`config.mk`:
```
export PLATFORM = sky130hd
export DESIGN_NAME = cigf_filter
export DESIGN_NICKNAME = d
export VERILOG_FILES = /design/src/logic/cigf_pkg.sv /design/src/logic/cigf_tick_if.sv /design/src/logic/cigf_tick_gen.sv /design/src/logic/cigf_filter.sv
export SDC_FILE = /design/constraint.sdc
export NUM_CORES = 1
export LEC_CHECK = 0
export BUFFER_PORTS_ARGS = -buffer_cell sky130_fd_sc_hd__buf_2
export CORE_ASPECT_RATIO = 0.75
export CORE_MARGIN = 1
export CORE_UTILIZATION = 50
export CTS_CLUSTER_SIZE = 30
export DETAILED_ROUTE_END_ITERATION = 8
export GPL_ROUTABILITY_DRIVEN = 0
export PLACE_DENSITY = 0.83
export SYNTH_ARGS = -nofsm -noshare
export SYNTH_HDL_FRONTEND = slang
export SYNTH_SLANG_ARGS = --single-unit
```
`constraint.sdc`:
```
create_clock -name clock -period 3 [get_ports clock]
set_input_delay 0.3 -clock clock [delete_from_list [all_inputs] [get_ports clock]]
set_output_delay 0.3 -clock clock [all_outputs]
set_load 0.02 [all_outputs]
```
`src/logic/cigf_pkg.sv`:
```
// Shared constants and types of the counter input glitch filter
// What this block does
// RULE1 - Filter behaviour is set by sampling rate and required stable sample count.
// RULE2 - Input level is captured once per rising edge of the sampling clock.
// RULE3 - Sample counter counts sampling edges and clears on reaching the configured count.
// RULE4 - On that clear with no change seen, held level goes to the accumulator.
// RULE5 - Any change between samples clears the counter and restarts stability counting.
// RULE6 - Filtered level lags the raw input by at least count times sampling period.
// RULE7 - Configurer should choose sampling rate of four times count times maximum input rate.
// RULE8 - With filtering disabled the raw input passes straight through without sampling delay.
package cigf_pkg;

  localparam int unsigned CLK_PERIOD_PS = 5000;
  localparam int unsigned DIV_W         = 16;
  localparam int unsigned CNT_W         = 8;
  localparam int unsigned SYNC_STAGES   = 2;

  localparam logic [DIV_W-1:0] DIV_RST  = 16'h0000;
  localparam logic [CNT_W-1:0] CNT_RST  = 8'h00;
  localparam logic [CNT_W-1:0] CNT_ONE  = 8'h01;
  localparam logic             LVL_RST  = 1'b0;

  // Advisory ratio between sampling rate and count times input rate
  localparam int unsigned ADVISED_OVERSAMPLE = 4;

  typedef enum logic [1:0] {
    CIGF_ST_BYPASS = 2'b01,
    CIGF_ST_FILTER = 2'b10
  } cigf_state_t;

endpackage

```
`src/logic/cigf_tick_if.sv`:
```
// Sampling tick carrier between the rate divider and the filter core
`timescale 1ns/1ps
interface cigf_tick_if;
  import cigf_pkg::*;
  logic [DIV_W-1:0] div;
  logic             run;
  logic             tick;

  modport gen (input div, input run, output tick);
  modport use_side (output div, output run, input tick);
endinterface

```
`src/logic/cigf_tick_gen.sv`:
```
// Sampling clock divider: one tick every div+1 system clocks
`timescale 1ns/1ps
module cigf_tick_gen
  import cigf_pkg::*;
(
  // System
  input  wire logic clock,
  input  wire logic rst_sync_n,
  input  wire logic clk_en,
  // Tick carrier
  cigf_tick_if.gen  tk
);

  logic [DIV_W-1:0] cnt_r;
  logic [DIV_W-1:0] cnt_nxt;
  logic             tick_r;
  logic             wrap;

  // Rate follows div at the next wrap, so a change never tears a period
  assign wrap    = (cnt_r == DIV_RST);
  assign cnt_nxt = wrap ? tk.div : cnt_r - 16'h0001;

  always_ff @(posedge clock or negedge rst_sync_n) begin
    if (!rst_sync_n) begin
      cnt_r  <= DIV_RST;
      tick_r <= 1'b0;
    end else if (clk_en) begin
      cnt_r  <= tk.run ? cnt_nxt : DIV_RST; // RULE1
      tick_r <= tk.run & wrap;              // RULE1
    end
  end

  assign tk.tick = tick_r;

  a_tick_spacing: assert property (@(posedge clock) disable iff (!rst_sync_n) // RULE1
    (clk_en && tick_r && cnt_r != DIV_RST) |=> !tick_r)
    else $error("tick came closer than the divider allows");

endmodule // cigf_tick_gen

```
`src/logic/cigf_filter.sv`:
```
// Counter input glitch filter: stability filter ahead of the high speed counter
`timescale 1ns/1ps
module cigf_filter
  import cigf_pkg::*;
(
  // Clock, reset, freeze
  input  wire logic             clock,
  input  wire logic             rst_n,
  input  wire logic             clk_en,
  // Configuration
  input  wire logic             filter_en,
  input  wire logic [DIV_W-1:0] sample_div,
  input  wire logic [CNT_W-1:0] sample_count,
  // Raw counter input from the pulse or encoder source
  input  wire logic             raw_in,
  // To the high speed counter accumulator
  output logic                  high_speed_counter_in,
  output logic                  stable_pulse,
  output logic                  filtering
);

  logic [SYNC_STAGES-1:0] rst_pipe_r;
  logic                   rst_sync_n;

  // Release of reset is synchronised; assertion stays asynchronous
  always_ff @(posedge clock or negedge rst_n) begin
    if (!rst_n) begin
      rst_pipe_r <= '0;
    end else begin
      rst_pipe_r <= {rst_pipe_r[SYNC_STAGES-2:0], 1'b1};
    end
  end

  assign rst_sync_n = rst_pipe_r[SYNC_STAGES-1];

  cigf_tick_if tk ();

  cigf_tick_gen u_tick (
    .clock      (clock),
    .rst_sync_n (rst_sync_n),
    .clk_en     (clk_en),
    .tk         (tk.gen)
  );

  cigf_state_t      state_r;
  cigf_state_t      state_nxt;
  logic             sample_r;
  logic             sample_nxt;
  logic [CNT_W-1:0] cnt_r;
  logic [CNT_W-1:0] cnt_nxt;
  logic             out_r;
  logic             out_nxt;
  logic             done_r;
  logic             filt_r;

  logic             in_filter;
  logic             sample_now;
  logic             changed;
  logic [CNT_W-1:0] n_eff;
  logic [CNT_W-1:0] cnt_inc;
  logic             reach;
  logic             done_now;

  assign tk.div = sample_div;
  assign tk.run = in_filter;

  // A count of zero is taken as one so the filter still forwards
  assign n_eff      = (sample_count == CNT_RST) ? CNT_ONE : sample_count;
  assign sample_now = in_filter & tk.tick;
  assign changed    = (raw_in != sample_r);
  assign cnt_inc    = cnt_r + CNT_ONE;
  assign reach      = (cnt_inc >= n_eff);
  assign done_now   = sample_now & ~changed & reach;

  assign state_nxt  = filter_en ? CIGF_ST_FILTER : CIGF_ST_BYPASS;

  // Sampled level follows the raw pin on every tick and holds between ticks; in bypass it tracks the pin every clock
  assign sample_nxt = sample_now ? raw_in : (in_filter ? sample_r : raw_in); // RULE2

  assign cnt_nxt = !sample_now ? (in_filter ? cnt_r : CNT_RST) :
                   changed     ? CNT_RST :                      // RULE5
                   reach       ? CNT_RST :                      // RULE3
                                 cnt_inc;                       // RULE3

  assign out_nxt = !in_filter ? raw_in :                        // RULE8
                   done_now   ? sample_r :                      // RULE4
                                out_r;                          // RULE6

  always_ff @(posedge clock or negedge rst_sync_n) begin
    if (!rst_sync_n) begin
      state_r <= CIGF_ST_BYPASS;
      sample_r <= LVL_RST;
      cnt_r    <= CNT_RST;
      out_r    <= LVL_RST;
      done_r   <= 1'b0;
      filt_r   <= 1'b0;
    end else if (clk_en) begin
      state_r  <= state_nxt;
      sample_r <= sample_nxt;
      cnt_r    <= cnt_nxt;
      out_r    <= out_nxt;
      done_r   <= done_now;
      filt_r   <= filter_en;
    end
  end

  // Mode decode; an unknown code falls back to bypass so the raw level still reaches the counter
  always_comb begin
    case (state_r)
      CIGF_ST_BYPASS: in_filter = 1'b0;
      CIGF_ST_FILTER: in_filter = 1'b1;
      default:        in_filter = 1'b0;
    endcase
  end

  assign high_speed_counter_in = out_r;
  assign stable_pulse          = done_r;
  assign filtering             = filt_r;

  // Helper: count of consecutive enabled cycles the raw input has held one level
  logic [31:0] raw_hold_r;
  logic        raw_q_r;
  always_ff @(posedge clock or negedge rst_sync_n) begin
    if (!rst_sync_n) begin
      raw_hold_r <= 32'h0000_0000;
      raw_q_r    <= 1'b0;
    end else if (clk_en) begin
      raw_q_r    <= raw_in;
      raw_hold_r <= (raw_in != raw_q_r) ? 32'h0000_0000 : raw_hold_r + 32'h0000_0001;
    end
  end

  // Sampling, counting and forwarding checks
  a_sample_capture: assert property (@(posedge clock) disable iff (!rst_sync_n) // RULE2
    (clk_en && sample_now) |=> (sample_r == $past(raw_in)))
    else $error("input level not captured on sampling tick");

  a_sample_hold: assert property (@(posedge clock) disable iff (!rst_sync_n) // RULE2
    (clk_en && in_filter && !tk.tick) |=> $stable(sample_r))
    else $error("sample moved without a sampling tick");

  a_count_step: assert property (@(posedge clock) disable iff (!rst_sync_n) // RULE3
    (clk_en && sample_now && !changed && !reach) |=> (cnt_r == $past(cnt_r) + CNT_ONE))
    else $error("sample counter did not advance by one");

  a_count_wrap: assert property (@(posedge clock) disable iff (!rst_sync_n) // RULE3
    (clk_en && sample_now && !changed && reach) |=> (cnt_r == CNT_RST && stable_pulse))
    else $error("sample counter did not clear at configured count");

  a_level_forward: assert property (@(posedge clock) disable iff (!rst_sync_n) // RULE4
    (clk_en && done_now) |=> (high_speed_counter_in == $past(sample_r)))
    else $error("stable level not forwarded to accumulator");

  a_change_restart: assert property (@(posedge clock) disable iff (!rst_sync_n) // RULE5
    (clk_en && sample_now && changed) |=> (cnt_r == CNT_RST && !stable_pulse))
    else $error("input change did not restart counting");

  a_out_only_done: assert property (@(posedge clock) disable iff (!rst_sync_n) // RULE6
    (clk_en && in_filter && state_nxt == CIGF_ST_FILTER && !done_now) |=> $stable(high_speed_counter_in))
    else $error("filtered level changed without a completed count");

  a_lag_bound: assert property (@(posedge clock) disable iff (!rst_sync_n) // RULE6
    (clk_en && done_now && sample_r != out_r && sample_div == DIV_RST && $stable(sample_count))
      |-> (raw_hold_r + 32'h0000_0001 >= 32'(n_eff)))
    else $error("level forwarded sooner than count times period");

  a_bypass_pass: assert property (@(posedge clock) disable iff (!rst_sync_n) // RULE8
    (clk_en && !in_filter) |=> (high_speed_counter_in == $past(raw_in)))
    else $error("bypass did not pass raw input through");

  a_mode_follow: assert property (@(posedge clock) disable iff (!rst_sync_n) // RULE1
    clk_en |=> (filtering == $past(filter_en) && in_filter == $past(filter_en)))
    else $error("filter mode did not follow enable");

  // Freeze, bypass and tick checks
  a_freeze_core: assert property (@(posedge clock) disable iff (!rst_sync_n) // RULE3
    (!clk_en) |=> ($stable(cnt_r) && $stable(sample_r)))
    else $error("counter or sample moved while frozen");

  a_freeze_outputs: assert property (@(posedge clock) disable iff (!rst_sync_n) // RULE6
    (!clk_en) |=> ($stable(high_speed_counter_in) && $stable(stable_pulse) && $stable(filtering)))
    else $error("outputs moved while frozen");

  a_count_limit: assert property (@(posedge clock) disable iff (!rst_sync_n) // RULE3
    (clk_en && sample_now && !changed) |=> (cnt_r < $past(n_eff)))
    else $error("sample counter passed the configured count");

  a_count_hold: assert property (@(posedge clock) disable iff (!rst_sync_n) // RULE3
    (clk_en && in_filter && !tk.tick) |=> $stable(cnt_r))
    else $error("sample counter moved between sampling ticks");

  a_pulse_needs_tick: assert property (@(posedge clock) disable iff (!rst_sync_n) // RULE4
    (clk_en && !sample_now) |=> !stable_pulse)
    else $error("stable pulse without a sampling tick");

  a_pulse_level: assert property (@(posedge clock) disable iff (!rst_sync_n) // RULE4
    stable_pulse |-> (high_speed_counter_in == sample_r))
    else $error("forwarded level differs from held sample");

  a_zero_count_one: assert property (@(posedge clock) disable iff (!rst_sync_n) // RULE1
    (clk_en && sample_now && !changed && sample_count == CNT_RST) |=> stable_pulse)
    else $error("count of zero did not act as one");

  a_no_tick_bypass: assert property (@(posedge clock) disable iff (!rst_sync_n) // RULE8
    (clk_en && !in_filter) |=> !tk.tick)
    else $error("sampling tick raised in bypass");

  a_bypass_sample: assert property (@(posedge clock) disable iff (!rst_sync_n) // RULE8
    (clk_en && !in_filter) |=> (sample_r == $past(raw_in) && cnt_r == CNT_RST))
    else $error("bypass did not track raw input in held sample");

  // Scenario coverage
  c_long_count: cover property (@(posedge clock) disable iff (!rst_sync_n)
    clk_en && done_now && n_eff > CNT_ONE);
  c_stable_forward: cover property (@(posedge clock) disable iff (!rst_sync_n)
    clk_en && done_now && sample_r != out_r);
  c_glitch_restart: cover property (@(posedge clock) disable iff (!rst_sync_n)
    clk_en && sample_now && changed && cnt_r != CNT_RST);
  c_bypass_toggle: cover property (@(posedge clock) disable iff (!rst_sync_n)
    clk_en && !in_filter && raw_in != out_r);
  c_mode_switch: cover property (@(posedge clock) disable iff (!rst_sync_n)
    clk_en && in_filter && !filter_en);

endmodule // cigf_filter

```
Word level (Yosys, flattened, before mapping)
Cells that the tools add are included.
- register bits after elaboration: 33
- input bits: 29
- output and inout bits: 3
- logic and storage cells: 38
- $add $sub $neg: 2
- order comparisons: 1
- eq/ne operators: 4
- mux-type cells: 13
- bitwise operators: 5
- reductions and logical operators: 4
- operator list (kind ; count):
    8-bit 2-to-1 mux ; 5
    16-bit 2-to-1 mux ; 2
    16-bit zero test ; 1
    16-bit by 1-bit subtractor with 16-bit output, second input constant ; 1
    8-bit by 1-bit adder with 8-bit output, second input constant ; 1
    8-bit greater-or-equal comparator ; 1
    8-bit zero test ; 1
    1-bit 2-to-1 mux ; 5
    1-bit bitwise AND ; 4
    2-bit by 1-bit != test with 1-bit output, second input constant ; 2
    2-bit AND reduction ; 2
    2-bit == test, second input constant ; 1
    2-bit 2-to-1 mux ; 1
    1-bit != test ; 1
    1-bit inverter ; 1

Longest topological paths before layout
Gate-level depths: netlist of the first run.
- word-level depth: 7
- mapped depth: 10
- gate-level depth less buffers: 10

Cells and area by module
Synthesis of the first run repeated with hierarchy kept, for this count alone.
- cell total of the unflattened synthesis: 233
- area total of the unflattened synthesis: 2123.3 sq um
- by module, submodules not included (module ; instances ; cells an instance ; area an instance (sq um) ; seq. area each (sq um)):
    cigf_tick_gen ; 1 ; 140 ; 1196.1 ; 425.4
    cigf_filter ; 1 ; 93 ; 927.1 ; 376.6

Worst setup path after synthesis of the first run
OpenSTA, ideal clock, no wires.
- path type: register to register
- start: register cnt_r[0]
- end: register cnt_r[0]
- library setup time: 67 ps
- data arrival time: 2428 ps
- slack: 506 ps
- stages on the path, launching flop included: 11
- buffers on the path: 0
- clock period less this slack: 2494 ps
- path through: dfrtp_1 > ha_1 > nand3_1 > nor2_1 > xor2_1 > ha_1 > a21o_1 > a21o_1 > or2_2 > a21oi_1 > mux2_2
- word-level cells in the longest chain between the ends: 5
- ends and longest elaborated chain (element ; RTL line ; RTL):
    from (decl) ; cigf_filter.sv:49 ; logic [CNT_W-1:0] cnt_r;
    from (signal assigned) ; cigf_filter.sv:100 ; cnt_r <= cnt_nxt;
    8-bit by 1-bit adder with 8-bit output (*) ; cigf_filter.sv:71 ; assign cnt_inc = cnt_r + CNT_ONE;
    8-bit greater-or-equal comparator ; cigf_filter.sv:72 ; assign reach = (cnt_inc >= n_eff);
    8-bit 2-to-1 mux (*) ; cigf_filter.sv:82 ; reach ? CNT_RST :
    8-bit 2-to-1 mux (*) ; cigf_filter.sv:81 ; changed ? CNT_RST :
    8-bit 2-to-1 mux (*) ; cigf_filter.sv:80 ; assign cnt_nxt = !sample_now ? (in_filter ? cnt_r : CNT_RST) :
Mark *: on every way between the ends. The rest lies on a longest branch, timed or not.
A chain may end at the register's enable or synchronous reset.

Worst setup path after layout of the first run
Ends and elaborated chain as after synthesis.

==> qor.csv, run 1 <==
stage,metric,value,unit
status,run_status,"finished, final reports clean",
global_routing,globalRoute.totalOverflow,0,
worst_setup_path,crit_path_top_delay_cell,sky130_fd_sc_hd__dfrtp_1,
final_layout,ant_diodes,0,
final_layout,area.growth.synth_to_final,14.57,%
worst_setup_path,cp_max_fo,5,
floorplanning,die-height,58.17,microns
route,drt_iter0_markers,151,
worst_setup_path,critical_path.top_delay_family,simple AND/OR/NAND/NOR gates,
cts,cts_made_buffers,5,
global_routing,first_pass_grt_wire_length,7562,microns
worst_hold_path,hold_path.class,input pin to flip-flop,
cts,cts_num_sinks,32,
sta,final-setup-viol-count,0,
sta,min_period,2.768,ns
sta,skew,0.01020,ns
cts,cts_max_level,2,
sta,grt_setup_unrepaired,no,
yosys,yosysSeqAreaShare,0.3813,
placement,placement.io_buffers,31,
route,route.top_layer_used,met4,
worst_setup_path,arrival_time_worst_endpoint,2.98,ns
job,cap_viol_max_count,0,
cts,clkLatencyLatePin,0.28,ns
sta,worst_slew_margin_rel,0.5012,
placement,dp_hpwl,3202,microns
global_routing,number_of_antenna_violations_at_the_first_check_in_global_routing,0,
yosys,postSynthRegisterBits,32,
route,detailroute.wirelength.met2,1850,microns
worst_setup_path,cp_data_required_time,3.21,ns
yosys,synth.net_count,265,
worst_setup_path,cp_slowest_stage_delay,0.44,ns
sta,maxSlewViolCount,0,
worst_setup_path,cp-end-kind,flip-flop,
route,viasPerCell,5.736,
yosys,synthesized_instance_count,225,
route,drt_drc_violations_left,0,
pwr,static_power_due_to_leakage,1.216,nW
cts,clock_path_buffers,2,
pwr,pwr_per_cell_area,826.4,nW/um^2
route,routedLengthMet1,2213,microns
worst_setup_path,crit_path_start_kind,flip-flop,
yosys,netlist_area_pre_place,2103,sq um
floorplanning,num_rows,20,
sta,fin_setup_tns,0,ns
floorplanning,chipWidth,76.89,microns
final_layout,layout.filler_cells,343,
route,dr_wl_met3,288,microns
worst_setup_path,worst-setup-path-type,flip-flop to flip-flop,
yosys,synth.distinct_cells,49,
final_layout,layout-drive-gt1-share,0.2239,
yosys,syn_avg_cell_area,9.348,sq um
floorplanning,fp.dieArea,4473,sq um
yosys,async_flop_share,1.000,
sta,measured_slew_at_the_worst_slew_check_pin,0.7414,ns
global_routing,track_usage,0.2165,
route,total_number_of_vias,1801,
route,wirelength,4382,microns
pwr,peakVddDrop,0.5731,mV
floorplanning,coreArea,4029,sq um
yosys,postSynth.topFlopCell,sky130_fd_sc_hd__dfrtp_1,
cts,cts-root-buf,sky130_fd_sc_hd__clkbuf_8,
cts,cts_tree,yes,
sta,fmaxAchievable,0.3613,GHz
route,first_pass_iters,4,
route,antenna_violating_nets_post_route,0,
pwr,power,1.991,mW
cts,postCtsSetupBuffers,0,
floorplanning,initial_core_util,0.5220,
worst_setup_path,path_cells,ha_1 > nand3_1 > nor2_1 > xor2_1 > ha_1 > a21o_1 > a21o_1 > or2_2 > a21oi_1 > buf_4 > mux2_2,
sta,final.period_utilization,0.9226,
final_layout,total_number_of_nets_in_the_final_design,298,
global_routing,grt_start_max_net_pins,33,
worst_setup_path,cp.buffers_inverters,1,
sta,finalHoldViolCount,0,
yosys,post_synth_edffs,0,
global_routing,grt_pass1_vias,1629,
route,detail_route.wl_per_cell,13.96,microns
yosys,ys_warn_count,0,
cts,path_clk_slew,0.06,ns
floorplanning,ioPinCount,32,
flip-flops by register name, summed over array words and instances (netlist names):
signal,count
u_tick.cnt_r,16
state_r,2
high_speed_counter_in,1
cnt_r,8
sample_r,1
rst_pipe_r,2
stable_pulse,1
u_tick.tk.tick,1
cells in the mapped netlist (6+ instances only):
cell	count	share of area
sky130_fd_sc_hd__nand3_1	6	0.014
sky130_fd_sc_hd__o21ai_0	17	0.040
sky130_fd_sc_hd__inv_1	15	0.027
sky130_fd_sc_hd__nand2_1	9	0.016
sky130_fd_sc_hd__nor2_1	17	0.030
sky130_fd_sc_hd__mux2i_1	9	0.043
sky130_fd_sc_hd__clkbuf_1	6	0.011
sky130_fd_sc_hd__nor3_1	13	0.031
sky130_fd_sc_hd__ha_1	11	0.065
sky130_fd_sc_hd__o2bb2ai_1	9	0.037
sky130_fd_sc_hd__dfrtp_1	31	0.37
cells by family (layout without fill, tap and decap cells):
kind of cell,Yosys count,in the layout,share of synthesized area
flip-flops,32,32,0.3813
AO/OA/AOI/OAI,60,60,0.2034
other,1,1,0.001783
buffers and inverters,24,58,0.05056
adder cells (fa/ha/maj),11,11,0.06544
AND/OR/NAND/NOR,77,77,0.2029
XOR/XNOR,6,6,0.02499
multiplexers,14,14,0.06960
metal layers:
metal / GRT usage / vias up
li1: - / 902
met1: 0.3313 / 842
met2: 0.2946 / 55
met3: 0.04252 / 2
met4: 0.08791 / 0
met5: 0 / -
final timing paths:
| path | startpoint | endpoint | slack (ns) | cells after the start |
|---|---|---|---|---|
| setup / recovery | cnt_r[0] | cnt_r[0] | 0.23 | 11 |
| hold / removal | filter_en | state_r[0] | 0.17 | 2 |
| setup reg to reg | cnt_r[0] | cnt_r[0] | 0.23 | 11 |
| hold reg to reg | rst_pipe_r[1] | u_tick.cnt_r[0] | 0.25 | 1 |
| max in group asynchronous | rst_pipe_r[1] | state_r[0] | 2.43 | 1 |
| min in group asynchronous | rst_pipe_r[1] | u_tick.cnt_r[0] | 0.25 | 1 |
layout by cell type (no fill, tap or decap), types with 3 or more instances in the layout:
cell,netlist,final
sky130_fd_sc_hd__inv_1,15,15
sky130_fd_sc_hd__buf_4,0,3
sky130_fd_sc_hd__o2bb2ai_1,9,9
sky130_fd_sc_hd__a22o_1,5,5
sky130_fd_sc_hd__mux2_2,5,5
sky130_fd_sc_hd__nor2b_1,3,3
sky130_fd_sc_hd__nor2_1,17,17
sky130_fd_sc_hd__a211oi_1,3,3
sky130_fd_sc_hd__nand2_1,9,9
sky130_fd_sc_hd__clkbuf_8,0,7
sky130_fd_sc_hd__o21a_1,3,3
sky130_fd_sc_hd__a21oi_1,5,5
sky130_fd_sc_hd__mux2i_1,9,9
sky130_fd_sc_hd__o21ai_0,17,17
sky130_fd_sc_hd__buf_2,1,31
sky130_fd_sc_hd__or2_2,3,3
sky130_fd_sc_hd__nand3_1,6,6
sky130_fd_sc_hd__nor3_1,13,13
sky130_fd_sc_hd__nor4_1,5,5
sky130_fd_sc_hd__xnor2_1,3,3
sky130_fd_sc_hd__a21o_1,3,3
sky130_fd_sc_hd__nand2b_1,3,3
sky130_fd_sc_hd__ha_1,11,11
sky130_fd_sc_hd__xor2_1,3,3
sky130_fd_sc_hd__and3_1,4,4
sky130_fd_sc_hd__dfrtp_1,31,31
worst reg2reg max path, cell delays in order, from the launching register on:
cell	delay [ns]
sky130_fd_sc_hd__dfrtp_1	0.44
sky130_fd_sc_hd__ha_1	0.24
sky130_fd_sc_hd__nand3_1	0.14
sky130_fd_sc_hd__nor2_1	0.17
sky130_fd_sc_hd__xor2_1	0.21
sky130_fd_sc_hd__ha_1	0.27
sky130_fd_sc_hd__a21o_1	0.16
sky130_fd_sc_hd__a21o_1	0.20
sky130_fd_sc_hd__or2_2	0.30
sky130_fd_sc_hd__a21oi_1	0.24
sky130_fd_sc_hd__buf_4	0.19
sky130_fd_sc_hd__mux2_2	0.14
timing repair:
action                                 in CTS  in global routing
gates resized for setup                     0                  0
hold buffers                                1                  0
endpoints found under the hold margin       2                  0
layout make-up:
| cell class | count | area (sq um) | area share |
|---|---|---|---|
| Clock buffer | 8 | 100.1 | 0.04154 |
| Inverter | 15 | 56.30 | 0.02336 |
| Multi-Input combinational cell | 169 | 1195 | 0.4958 |
| Sequential cell | 32 | 802.0 | 0.3328 |
| Tap cell | 55 | 68.82 | 0.02856 |
| Timing Repair Buffer | 35 | 187.7 | 0.07788 |
through the flow:
step / area [sq um] / hold WS, ns / cells / setup WS (ns) / utilization
after floorplan: 2103 / 0.004409 / 225 / 0.5057 / -
after global placement: 2300 / 0.08658 / 305 / 0.3595 / 0.5708
after detailed placement: 2300 / 0.08712 / 305 / 0.2674 / 0.5708
after CTS: 2410 / 0.1597 / 314 / 0.2393 / 0.5981
after global routing: 2410 / 0.1630 / 314 / 0.03046 / 0.5981
final: 2410 / 0.1735 / 314 / 0.2323 / 0.5981
where the power goes:
| group | leakage, nW | switching, mW | internal, mW |
|---|---|---|---|
| Combinational | 0.738 | 0.582 | 0.441 |
| Clock | 0.0515 | 0.158 | 0.209 |
| Sequential | 0.426 | 0.0882 | 0.513 |
| Total | 1.22 | 0.828 | 1.16 |
Note: power is estimated with default switching activity, not from simulation.
==> inputs of run 2 (changes only) <==
Settings changed: ABC_AREA set to 1, PLACE_DENSITY 0.83 to 0.7.
==> qor.csv, run 2 <==
stage,metric,value,unit,change
worst_setup_path,crit_path_start_kind,flip-flop,,
sta,finalHoldViolCount,0,,unchanged
sta,final-setup-viol-count,0,,unchanged
yosys,synthesized_instance_count,322,,+43%
route,total_number_of_vias,2040,,+13%
job,cap_viol_max_count,0,,unchanged
worst_hold_path,hold_path.class,input pin to flip-flop,,
cts,cts_num_sinks,32,,unchanged
cts,postCtsResizedCells,0,,unchanged
worst_setup_path,cp_slowest_stage_delay,0.43,ns,about the same
sta,measured_slew_at_the_worst_slew_check_pin,1.161,ns,+0.4194 ns
final_layout,largest_registers,"u_tick.cnt_r (16), cnt_r (8)",,
cts,clkLatencyLatePin,0.28,ns,about the same
route,antenna_violating_nets_post_route,0,,unchanged
final_layout,seqCellArea,802.0,sq um,unchanged
final_layout,mostFrequentLayoutCell,sky130_fd_sc_hd__nand2_1,,
sta,grt_setup_unrepaired,no,,
global_routing,globalRoute.totalOverflow,0,,unchanged
cts,cts_made_buffers,5,,unchanged
placement,preCtsSetupSlack,0.7435,ns,+0.4762 ns
floorplanning,num_rows,20,,unchanged
final_layout,post_layout_nonfiller_instances,412,,+31%
placement,dp_cells,403,,+32%
yosys,synth_xor_area_frac,0.04732,,+0.02234
yosys,yosysSeqAreaShare,0.3611,,-0.02019
worst_setup_path,crit_path_top_delay_cell,sky130_fd_sc_hd__dfrtp_1,,
yosys,ys_top_cells_by_area,"sky130_fd_sc_hd__dfrtp_1, sky130_fd_sc_hd__nand2_1, sky130_fd_sc_hd__nand3_1, sky130_fd_sc_hd__inv_1, sky130_fd_sc_hd__ha_1",,
final_layout,largest_register_ffs,16,,unchanged
final_layout,ant_diodes,0,,unchanged
global_routing,number_of_antenna_violations_at_the_first_check_in_global_routing,0,,unchanged
yosys,postSynth.topFlopCell,sky130_fd_sc_hd__dfrtp_1,,
final_layout,largest-register,u_tick.cnt_r,,
yosys,synth_compound_area_frac,0.05183,,-0.1516
yosys,mux_cell_area_share_after_synthesis,0,,-0.06960
global_routing,track_usage,0.2380,,+0.02151
status,run_status,"finished, final reports clean",,
worst_setup_path,regToRegStartpoint,cnt_r[2],,
yosys,post_synth_edffs,0,,unchanged
yosys,synthMostInstantiatedCell,sky130_fd_sc_hd__nand2_1,,
yosys,synth.distinct_cells,33,,-33%
yosys,post-synth-top-area-fraction,0.3493,,-0.01953
worst_hold_path,hold_path.startpoint,filter_en,,
yosys,synth.net_count,362,,+37%
yosys,async_flop_share,1.000,,unchanged
worst_setup_path,cpMostUsedCell,sky130_fd_sc_hd__nand2_1,,
global_routing,first_pass_grt_wire_length,8452,microns,+12%
yosys,syn_avg_cell_area,6.897,sq um,-26%
yosys,synth.top_cells.by_count,"sky130_fd_sc_hd__nand2_1, sky130_fd_sc_hd__inv_1, sky130_fd_sc_hd__nand3_1",,
yosys,synth_top_family_by_area,simple AND/OR/NAND/NOR gates,,
worst_setup_path,cp_data_required_time,3.22,ns,about the same
yosys,adder_cell_area_share_of_the_yosys_netlist,0.06197,,-0.003465
worst_setup_path,cp-end-kind,flip-flop,,
placement,dp_hpwl,3663,microns,+14%
sta,maxSlewViolCount,0,,unchanged
route,wirelength,4988,microns,+14%
floorplanning,coreArea,4154,sq um,+3.1%
global_routing,grt_pass1_vias,1781,,+9.3%
worst_setup_path,worst-setup-path-type,flip-flop to flip-flop,,
yosys,postSynthRegisterBits,32,,unchanged
floorplanning,ioPinCount,32,,unchanged
floorplanning,die-height,59.72,microns,+2.7%
yosys,dominant_cell_type_by_area_after_synthesis,sky130_fd_sc_hd__dfrtp_1,,
worst_setup_path,worst_setup_path_startpoint,cnt_r[2],,
worst_setup_path,path_cells,nand2_1 > nor2_1 > nand3_1 > xor2_1 > inv_1 > ha_1 > a21oi_1 > o21a_1 > nand2_1 > inv_1 > nand3_1 > nand2_1,,
floorplanning,fp.dieArea,4715,sq um,+5.4%
yosys,netlist_area_pre_place,2221,sq um,+5.6%
route,viasPerCell,4.951,,-14%
floorplanning,chipWidth,78.96,microns,+2.7%
pwr,peakVddDrop,0.5592,mV,-2.4%
final_layout,layout_common_cells,"sky130_fd_sc_hd__nand2_1, sky130_fd_sc_hd__inv_1, sky130_fd_sc_hd__nand3_1, sky130_fd_sc_hd__dfrtp_1, sky130_fd_sc_hd__buf_2",,
placement,placement.io_buffers,31,,unchanged
sta,skew,0.001357,ns,-0.008843 ns
worst_setup_path,cp_max_fo,8,,+3
floorplanning,initial_core_util,0.5346,,+0.01259
final_layout,total_number_of_nets_in_the_final_design,396,,+33%
cts,cts_tree,yes,,
final_layout,multi_input_comb_area,1209,sq um,+1.2%
sta,setup_slack,0.6620,ns,+0.4298 ns
pwr,static_power_due_to_leakage,1.477,nW,+21%
worst_setup_path,rrSetupSlack,0.66,ns,+0.43 ns
worst_setup_path,arrival_time_worst_endpoint,2.56,ns,-0.42 ns
route,first_pass_iters,4,,unchanged
sta,fin_setup_tns,0,ns,unchanged
cts,cts_max_level,2,,unchanged
yosys,simple_gate_area_share_of_the_yosys_netlist,0.3814,,+0.1786
cts,clock_path_buffers,2,,unchanged
sta,fmaxAchievable,0.4277,GHz,+18%
cts,path_clk_slew,0.07,ns,about the same
sta,final.period_utilization,0.7793,,-0.1433
cts,cts-root-buf,sky130_fd_sc_hd__clkbuf_8,,
final_layout,layout-drive-gt1-share,0.1457,,-0.07828
sta,min_period,2.338,ns,-0.4298 ns
route,drt_drc_violations_left,0,,unchanged
pwr,pwr_per_cell_area,887.8,nW/um^2,+7.4%
global_routing,grt_start_max_net_pins,32,,-3.0%
route,drt_iter0_markers,157,,+4.0%
yosys,ys_warn_count,0,,unchanged
final_layout,area.growth.synth_to_final,14.20,%,
sta,worst_slew_margin_rel,0.2233,,-0.2779
route,detail_route.wl_per_cell,12.11,microns,-13%
final_layout,layout.filler_cells,416,,+21%
run 2: kinds of logic (layout without fill, tap and decap cells):
logic type | after synthesis | in the layout
adders and majority gates | 11 | 11
buffers and inverters | 52 | 87
other | 1 | 1
DFF | 32 | 32
AOI/OAI and AO/OA | 19 | 19
xor gates and xnor gates | 12 | 12
and+or+nand+nor | 195 | 195
run 2: path summary, 6_finish.rpt:
check / cells after the start / end
setup / recovery: 12 / cnt_r[0]
max in group asynchronous: 1 / state_r[0]
setup reg to reg: 12 / cnt_r[0]
hold / removal: 3 / state_r[1]
min in group asynchronous: 1 / sample_r
hold reg to reg: 1 / sample_r
run 2: timing repair:
action                     CTS  global route
setup buffers                0             0
setup endpoints to repair    0             0
hold buffers                 1             0
hold endpoints to repair     2             0
run 2: power breakdown:
group	total, mW	internal [mW]	leakage [nW]	switching [mW]
logic	1.23	0.439	0.995	0.795
clock network	0.414	0.246	0.0541	0.168
registers	0.604	0.510	0.428	0.0934
run 2: metrics by stage:
| step | cell area, sq um | utilization | hold WS, ns | total power, mW |
|---|---|---|---|---|
| floorplan | 2221 | - | 0.004409 | 1.639 |
| global placement | 2415 | 0.5813 | 0.08724 | 1.819 |
| detailed placement | 2415 | 0.5813 | 0.08847 | 1.830 |
| CTS | 2536 | 0.6105 | 0.2292 | 2.259 |
| global route | 2536 | 0.6105 | 0.2384 | 2.489 |
| finish | 2536 | 0.6105 | 0.2382 | 2.252 |
run 2: cell type report:
cell class,count,share of cell area
Sequential cell,32,0.3162
Timing Repair Buffer,33,0.06808
Tap cell,55,0.02713
Inverter,46,0.06808
Clock inverter,3,0.01677
Multi-Input combinational cell,238,0.4766
Clock buffer,5,0.02713
run 2: worst max-delay path, delay by kind of cell, from the launching register on:
kind | cells | cell delay [ns]
AND/OR/NAND/NOR | 6 | 0.72
flip-flops | 1 | 0.43
AO/OA/AOI/OAI | 2 | 0.34
adder cells (fa/ha/maj) | 1 | 0.31
buffers and inverters | 2 | 0.30
XOR/XNOR | 1 | 0.16
run 2: per-layer routing:
layer	global-route usage	part of all wire	vias to the layer above
met5	0	0	-
met4	0.06234	0.0042	0
met3	0.05344	0.053	4
met2	0.3404	0.40	51
met1	0.3606	0.54	908
li1	-	-	1077
==> inputs of run 3 (changes only) <==
Settings changed: ABC_AREA 1 to 0, PLACE_DENSITY 0.7 to 0.73.
Clock period 3 ns to 2.1 ns, I/O delays scaled along.
==> qor.csv, run 3 (synthesized netlist as in run 1, its figures left out) <==
stage,metric,value,unit,change
worst_setup_path,arrival_time_worst_endpoint,2.63,ns,+0.07 ns
route,drt_iter0_markers,215,,+37%
sta,grt_setup_unrepaired,yes,,
cts,clkLatencyLatePin,0.30,ns,+0.02 ns
placement,detailed_place.area,2650,sq um,+9.7%
route,antenna_violating_nets_post_route,0,,unchanged
pwr,pwr_per_cell_area,1231,nW/um^2,+39%
placement,dp_hpwl,3901,microns,+6.5%
final_layout,layout-drive-gt1-share,0.4441,,+0.2984
floorplanning,die-height,58.17,microns,-2.6%
global_routing,globalRoute.totalOverflow,0,,unchanged
floorplanning,fp.dieArea,4473,sq um,-5.1%
worst_setup_path,crit_path_start_kind,flip-flop,,
placement,placement.io_buffers,31,,unchanged
job,cap_viol_max_count,0,,unchanged
status,run_status,"finished, violations left",,
final_layout,area.growth.synth_to_final,43.31,%,
final_layout,ant_diodes,0,,unchanged
cts,path_clk_slew,0.06,ns,about the same
route,viasPerCell,5.864,,+18%
floorplanning,ioPinCount,32,,unchanged
final_layout,largest-register,u_tick.cnt_r,,
final_layout,total_number_of_nets_in_the_final_design,343,,-13%
worst_setup_path,cp_max_fo,7,,-1
status,failed_checks,negative setup slack,,
pwr,static_power_due_to_leakage,1.474,nW,-0.26%
sta,final.period_utilization,1.143,,+0.3634
global_routing,grt_pass1_vias,1931,,+8.4%
global_routing,first_pass_grt_wire_length,9315,microns,+10%
sta,worst_slew_margin_rel,0.4687,,+0.2455
cts,cts_made_buffers,5,,unchanged
floorplanning,coreArea,4029,sq um,-3.0%
pwr,power,3.709,mW,+65%
route,wirelength,6372,microns,+28%
global_routing,track_usage,0.2722,,+0.03418
floorplanning,initial_core_util,0.5220,,-0.01259
route,total_number_of_vias,2105,,+3.2%
sta,skew,0.007963,ns,+0.006606 ns
sta,fin_setup_tns,-3.116,ns,-3.116 ns
worst_setup_path,cp_data_required_time,2.33,ns,-0.89 ns
cts,cts_tree,yes,,
final_layout,layout_common_cells,"sky130_fd_sc_hd__buf_4, sky130_fd_sc_hd__buf_2, sky130_fd_sc_hd__dfrtp_1, sky130_fd_sc_hd__inv_1, sky130_fd_sc_hd__nor2_1",,
global_routing,grt_start_max_net_pins,31,,-3.1%
final_layout,mostFrequentLayoutCell,sky130_fd_sc_hd__buf_4,,
final_layout,postLayoutCellArea,3014,sq um,+19%
cts,cts_num_sinks,32,,unchanged
sta,final-setup-viol-count,19,,+19
worst_setup_path,cp-end-kind,flip-flop,,
pwr,peakVddDrop,0.9665,mV,+73%
global_routing,number_of_antenna_violations_at_the_first_check_in_global_routing,0,,unchanged
route,detail_route.wl_per_cell,17.75,microns,+47%
cts,cts-root-buf,sky130_fd_sc_hd__clkbuf_8,,
floorplanning,chipWidth,76.89,microns,-2.6%
cts,clock_path_buffers,2,,unchanged
sta,measured_slew_at_the_worst_slew_check_pin,0.7916,ns,-0.3692 ns
route,first_pass_iters,4,,unchanged
sta,fmaxAchievable,0.4167,GHz,-2.6%
route,drt_drc_violations_left,0,,unchanged
worst_hold_path,hold_path.class,input pin to flip-flop,,
worst_setup_path,worst-setup-path-type,flip-flop to flip-flop,,
sta,maxSlewViolCount,0,,unchanged
sta,setup_slack,-0.2997,ns,-0.9617 ns
sta,min_period,2.400,ns,+0.06171 ns
floorplanning,num_rows,20,,unchanged
final_layout,largest_registers,"u_tick.cnt_r (16), cnt_r (8)",,
sta,finalHoldViolCount,0,,unchanged
final_layout,largest_register_ffs,16,,unchanged
cts,cts_max_level,2,,unchanged
==> run 3: changes by cell type in the layout (fill, tap and decap cells not counted), moves of 8 or more <==
cell and change:
sky130_fd_sc_hd__o2bb2ai_1 +9, sky130_fd_sc_hd__o21ai_2 +8, sky130_fd_sc_hd__inv_1 -29, sky130_fd_sc_hd__nand3_1 -32
sky130_fd_sc_hd__nor3_1 +9, sky130_fd_sc_hd__buf_4 +42, sky130_fd_sc_hd__nor2_1 -13, sky130_fd_sc_hd__mux2i_1 +9
sky130_fd_sc_hd__nand2_1 -103
==> run 3: area by class of cell <==
type | count | area (sq um)
clock buffers | 8 | 90.09
flip-flops and latches | 32 | 803.3
multi-input cells | 170 | 1463
fillers | 291 | 1015
repair buffers | 79 | 533.0
inverters | 15 | 56.30
well taps | 55 | 68.82
==> run 3: critical path, cell delays in order (launching register included) <==
cell                        delay (ns)
sky130_fd_sc_hd__dfrtp_2          0.44
sky130_fd_sc_hd__ha_4             0.18
sky130_fd_sc_hd__buf_4            0.13
sky130_fd_sc_hd__xor2_1           0.16
sky130_fd_sc_hd__ha_1             0.27
sky130_fd_sc_hd__a2111oi_4        0.35
sky130_fd_sc_hd__o21bai_1         0.13
sky130_fd_sc_hd__buf_4            0.18
sky130_fd_sc_hd__a21oi_4          0.27
sky130_fd_sc_hd__mux2_4           0.21
==> run 3: routing by layer <==
metal  GRT usage  share of wire
met3     0.05354          0.047
met1      0.4014           0.45
met5           0              0
met4     0.09066          0.042
met2      0.3992           0.46
==> run 3: per-stage QoR <==
step	setup WS (ns)	cells	hold slack (ns)	utilization
2_1_floorplan	-0.1269	225	-0.08559	-
3_3_place_gp	-0.2404	343	-0.004934	0.6578
3_5_place_dp	-0.3321	343	-0.001960	0.6578
4_1_cts	-0.2584	357	0.05416	0.7134
5_1_grt	-0.3625	359	0.05823	0.7481
6_report	-0.2997	359	0.05974	0.7481
==> run 3: power by group <==
group / switching (mW) / internal (mW)
logic: 1.27 / 1.10
registers: 0.0962 / 0.733
clock network: 0.245 / 0.267
total: 1.61 / 2.10
==> run 3: path summary, 6_finish.rpt <==
kind / start / to / slack [ns] / cells after the start
hold / removal: filter_en / state_r[0] / 0.06 / 2
hold reg to reg: rst_pipe_r[1] / u_tick.cnt_r[0] / 0.26 / 1
min in group asynchronous: rst_n / rst_pipe_r[0] / 0.23 / 2
max in group asynchronous: rst_pipe_r[1] / state_r[0] / 1.52 / 1
setup / recovery: cnt_r[0] / cnt_r[0] / -0.30 / 9
setup reg to reg: cnt_r[0] / cnt_r[0] / -0.30 / 9
==> run 3: repair_timing <==
action | in CTS | in global routing
hold endpoints to repair | 2 | 0
setup endpoints to repair | 25 | 27
setup buffers | 4 | 2
pin swaps | 14 | 19
gates cloned | 1 | 0
gates resized for setup | 19 | 35
hold buffers | 1 | 0
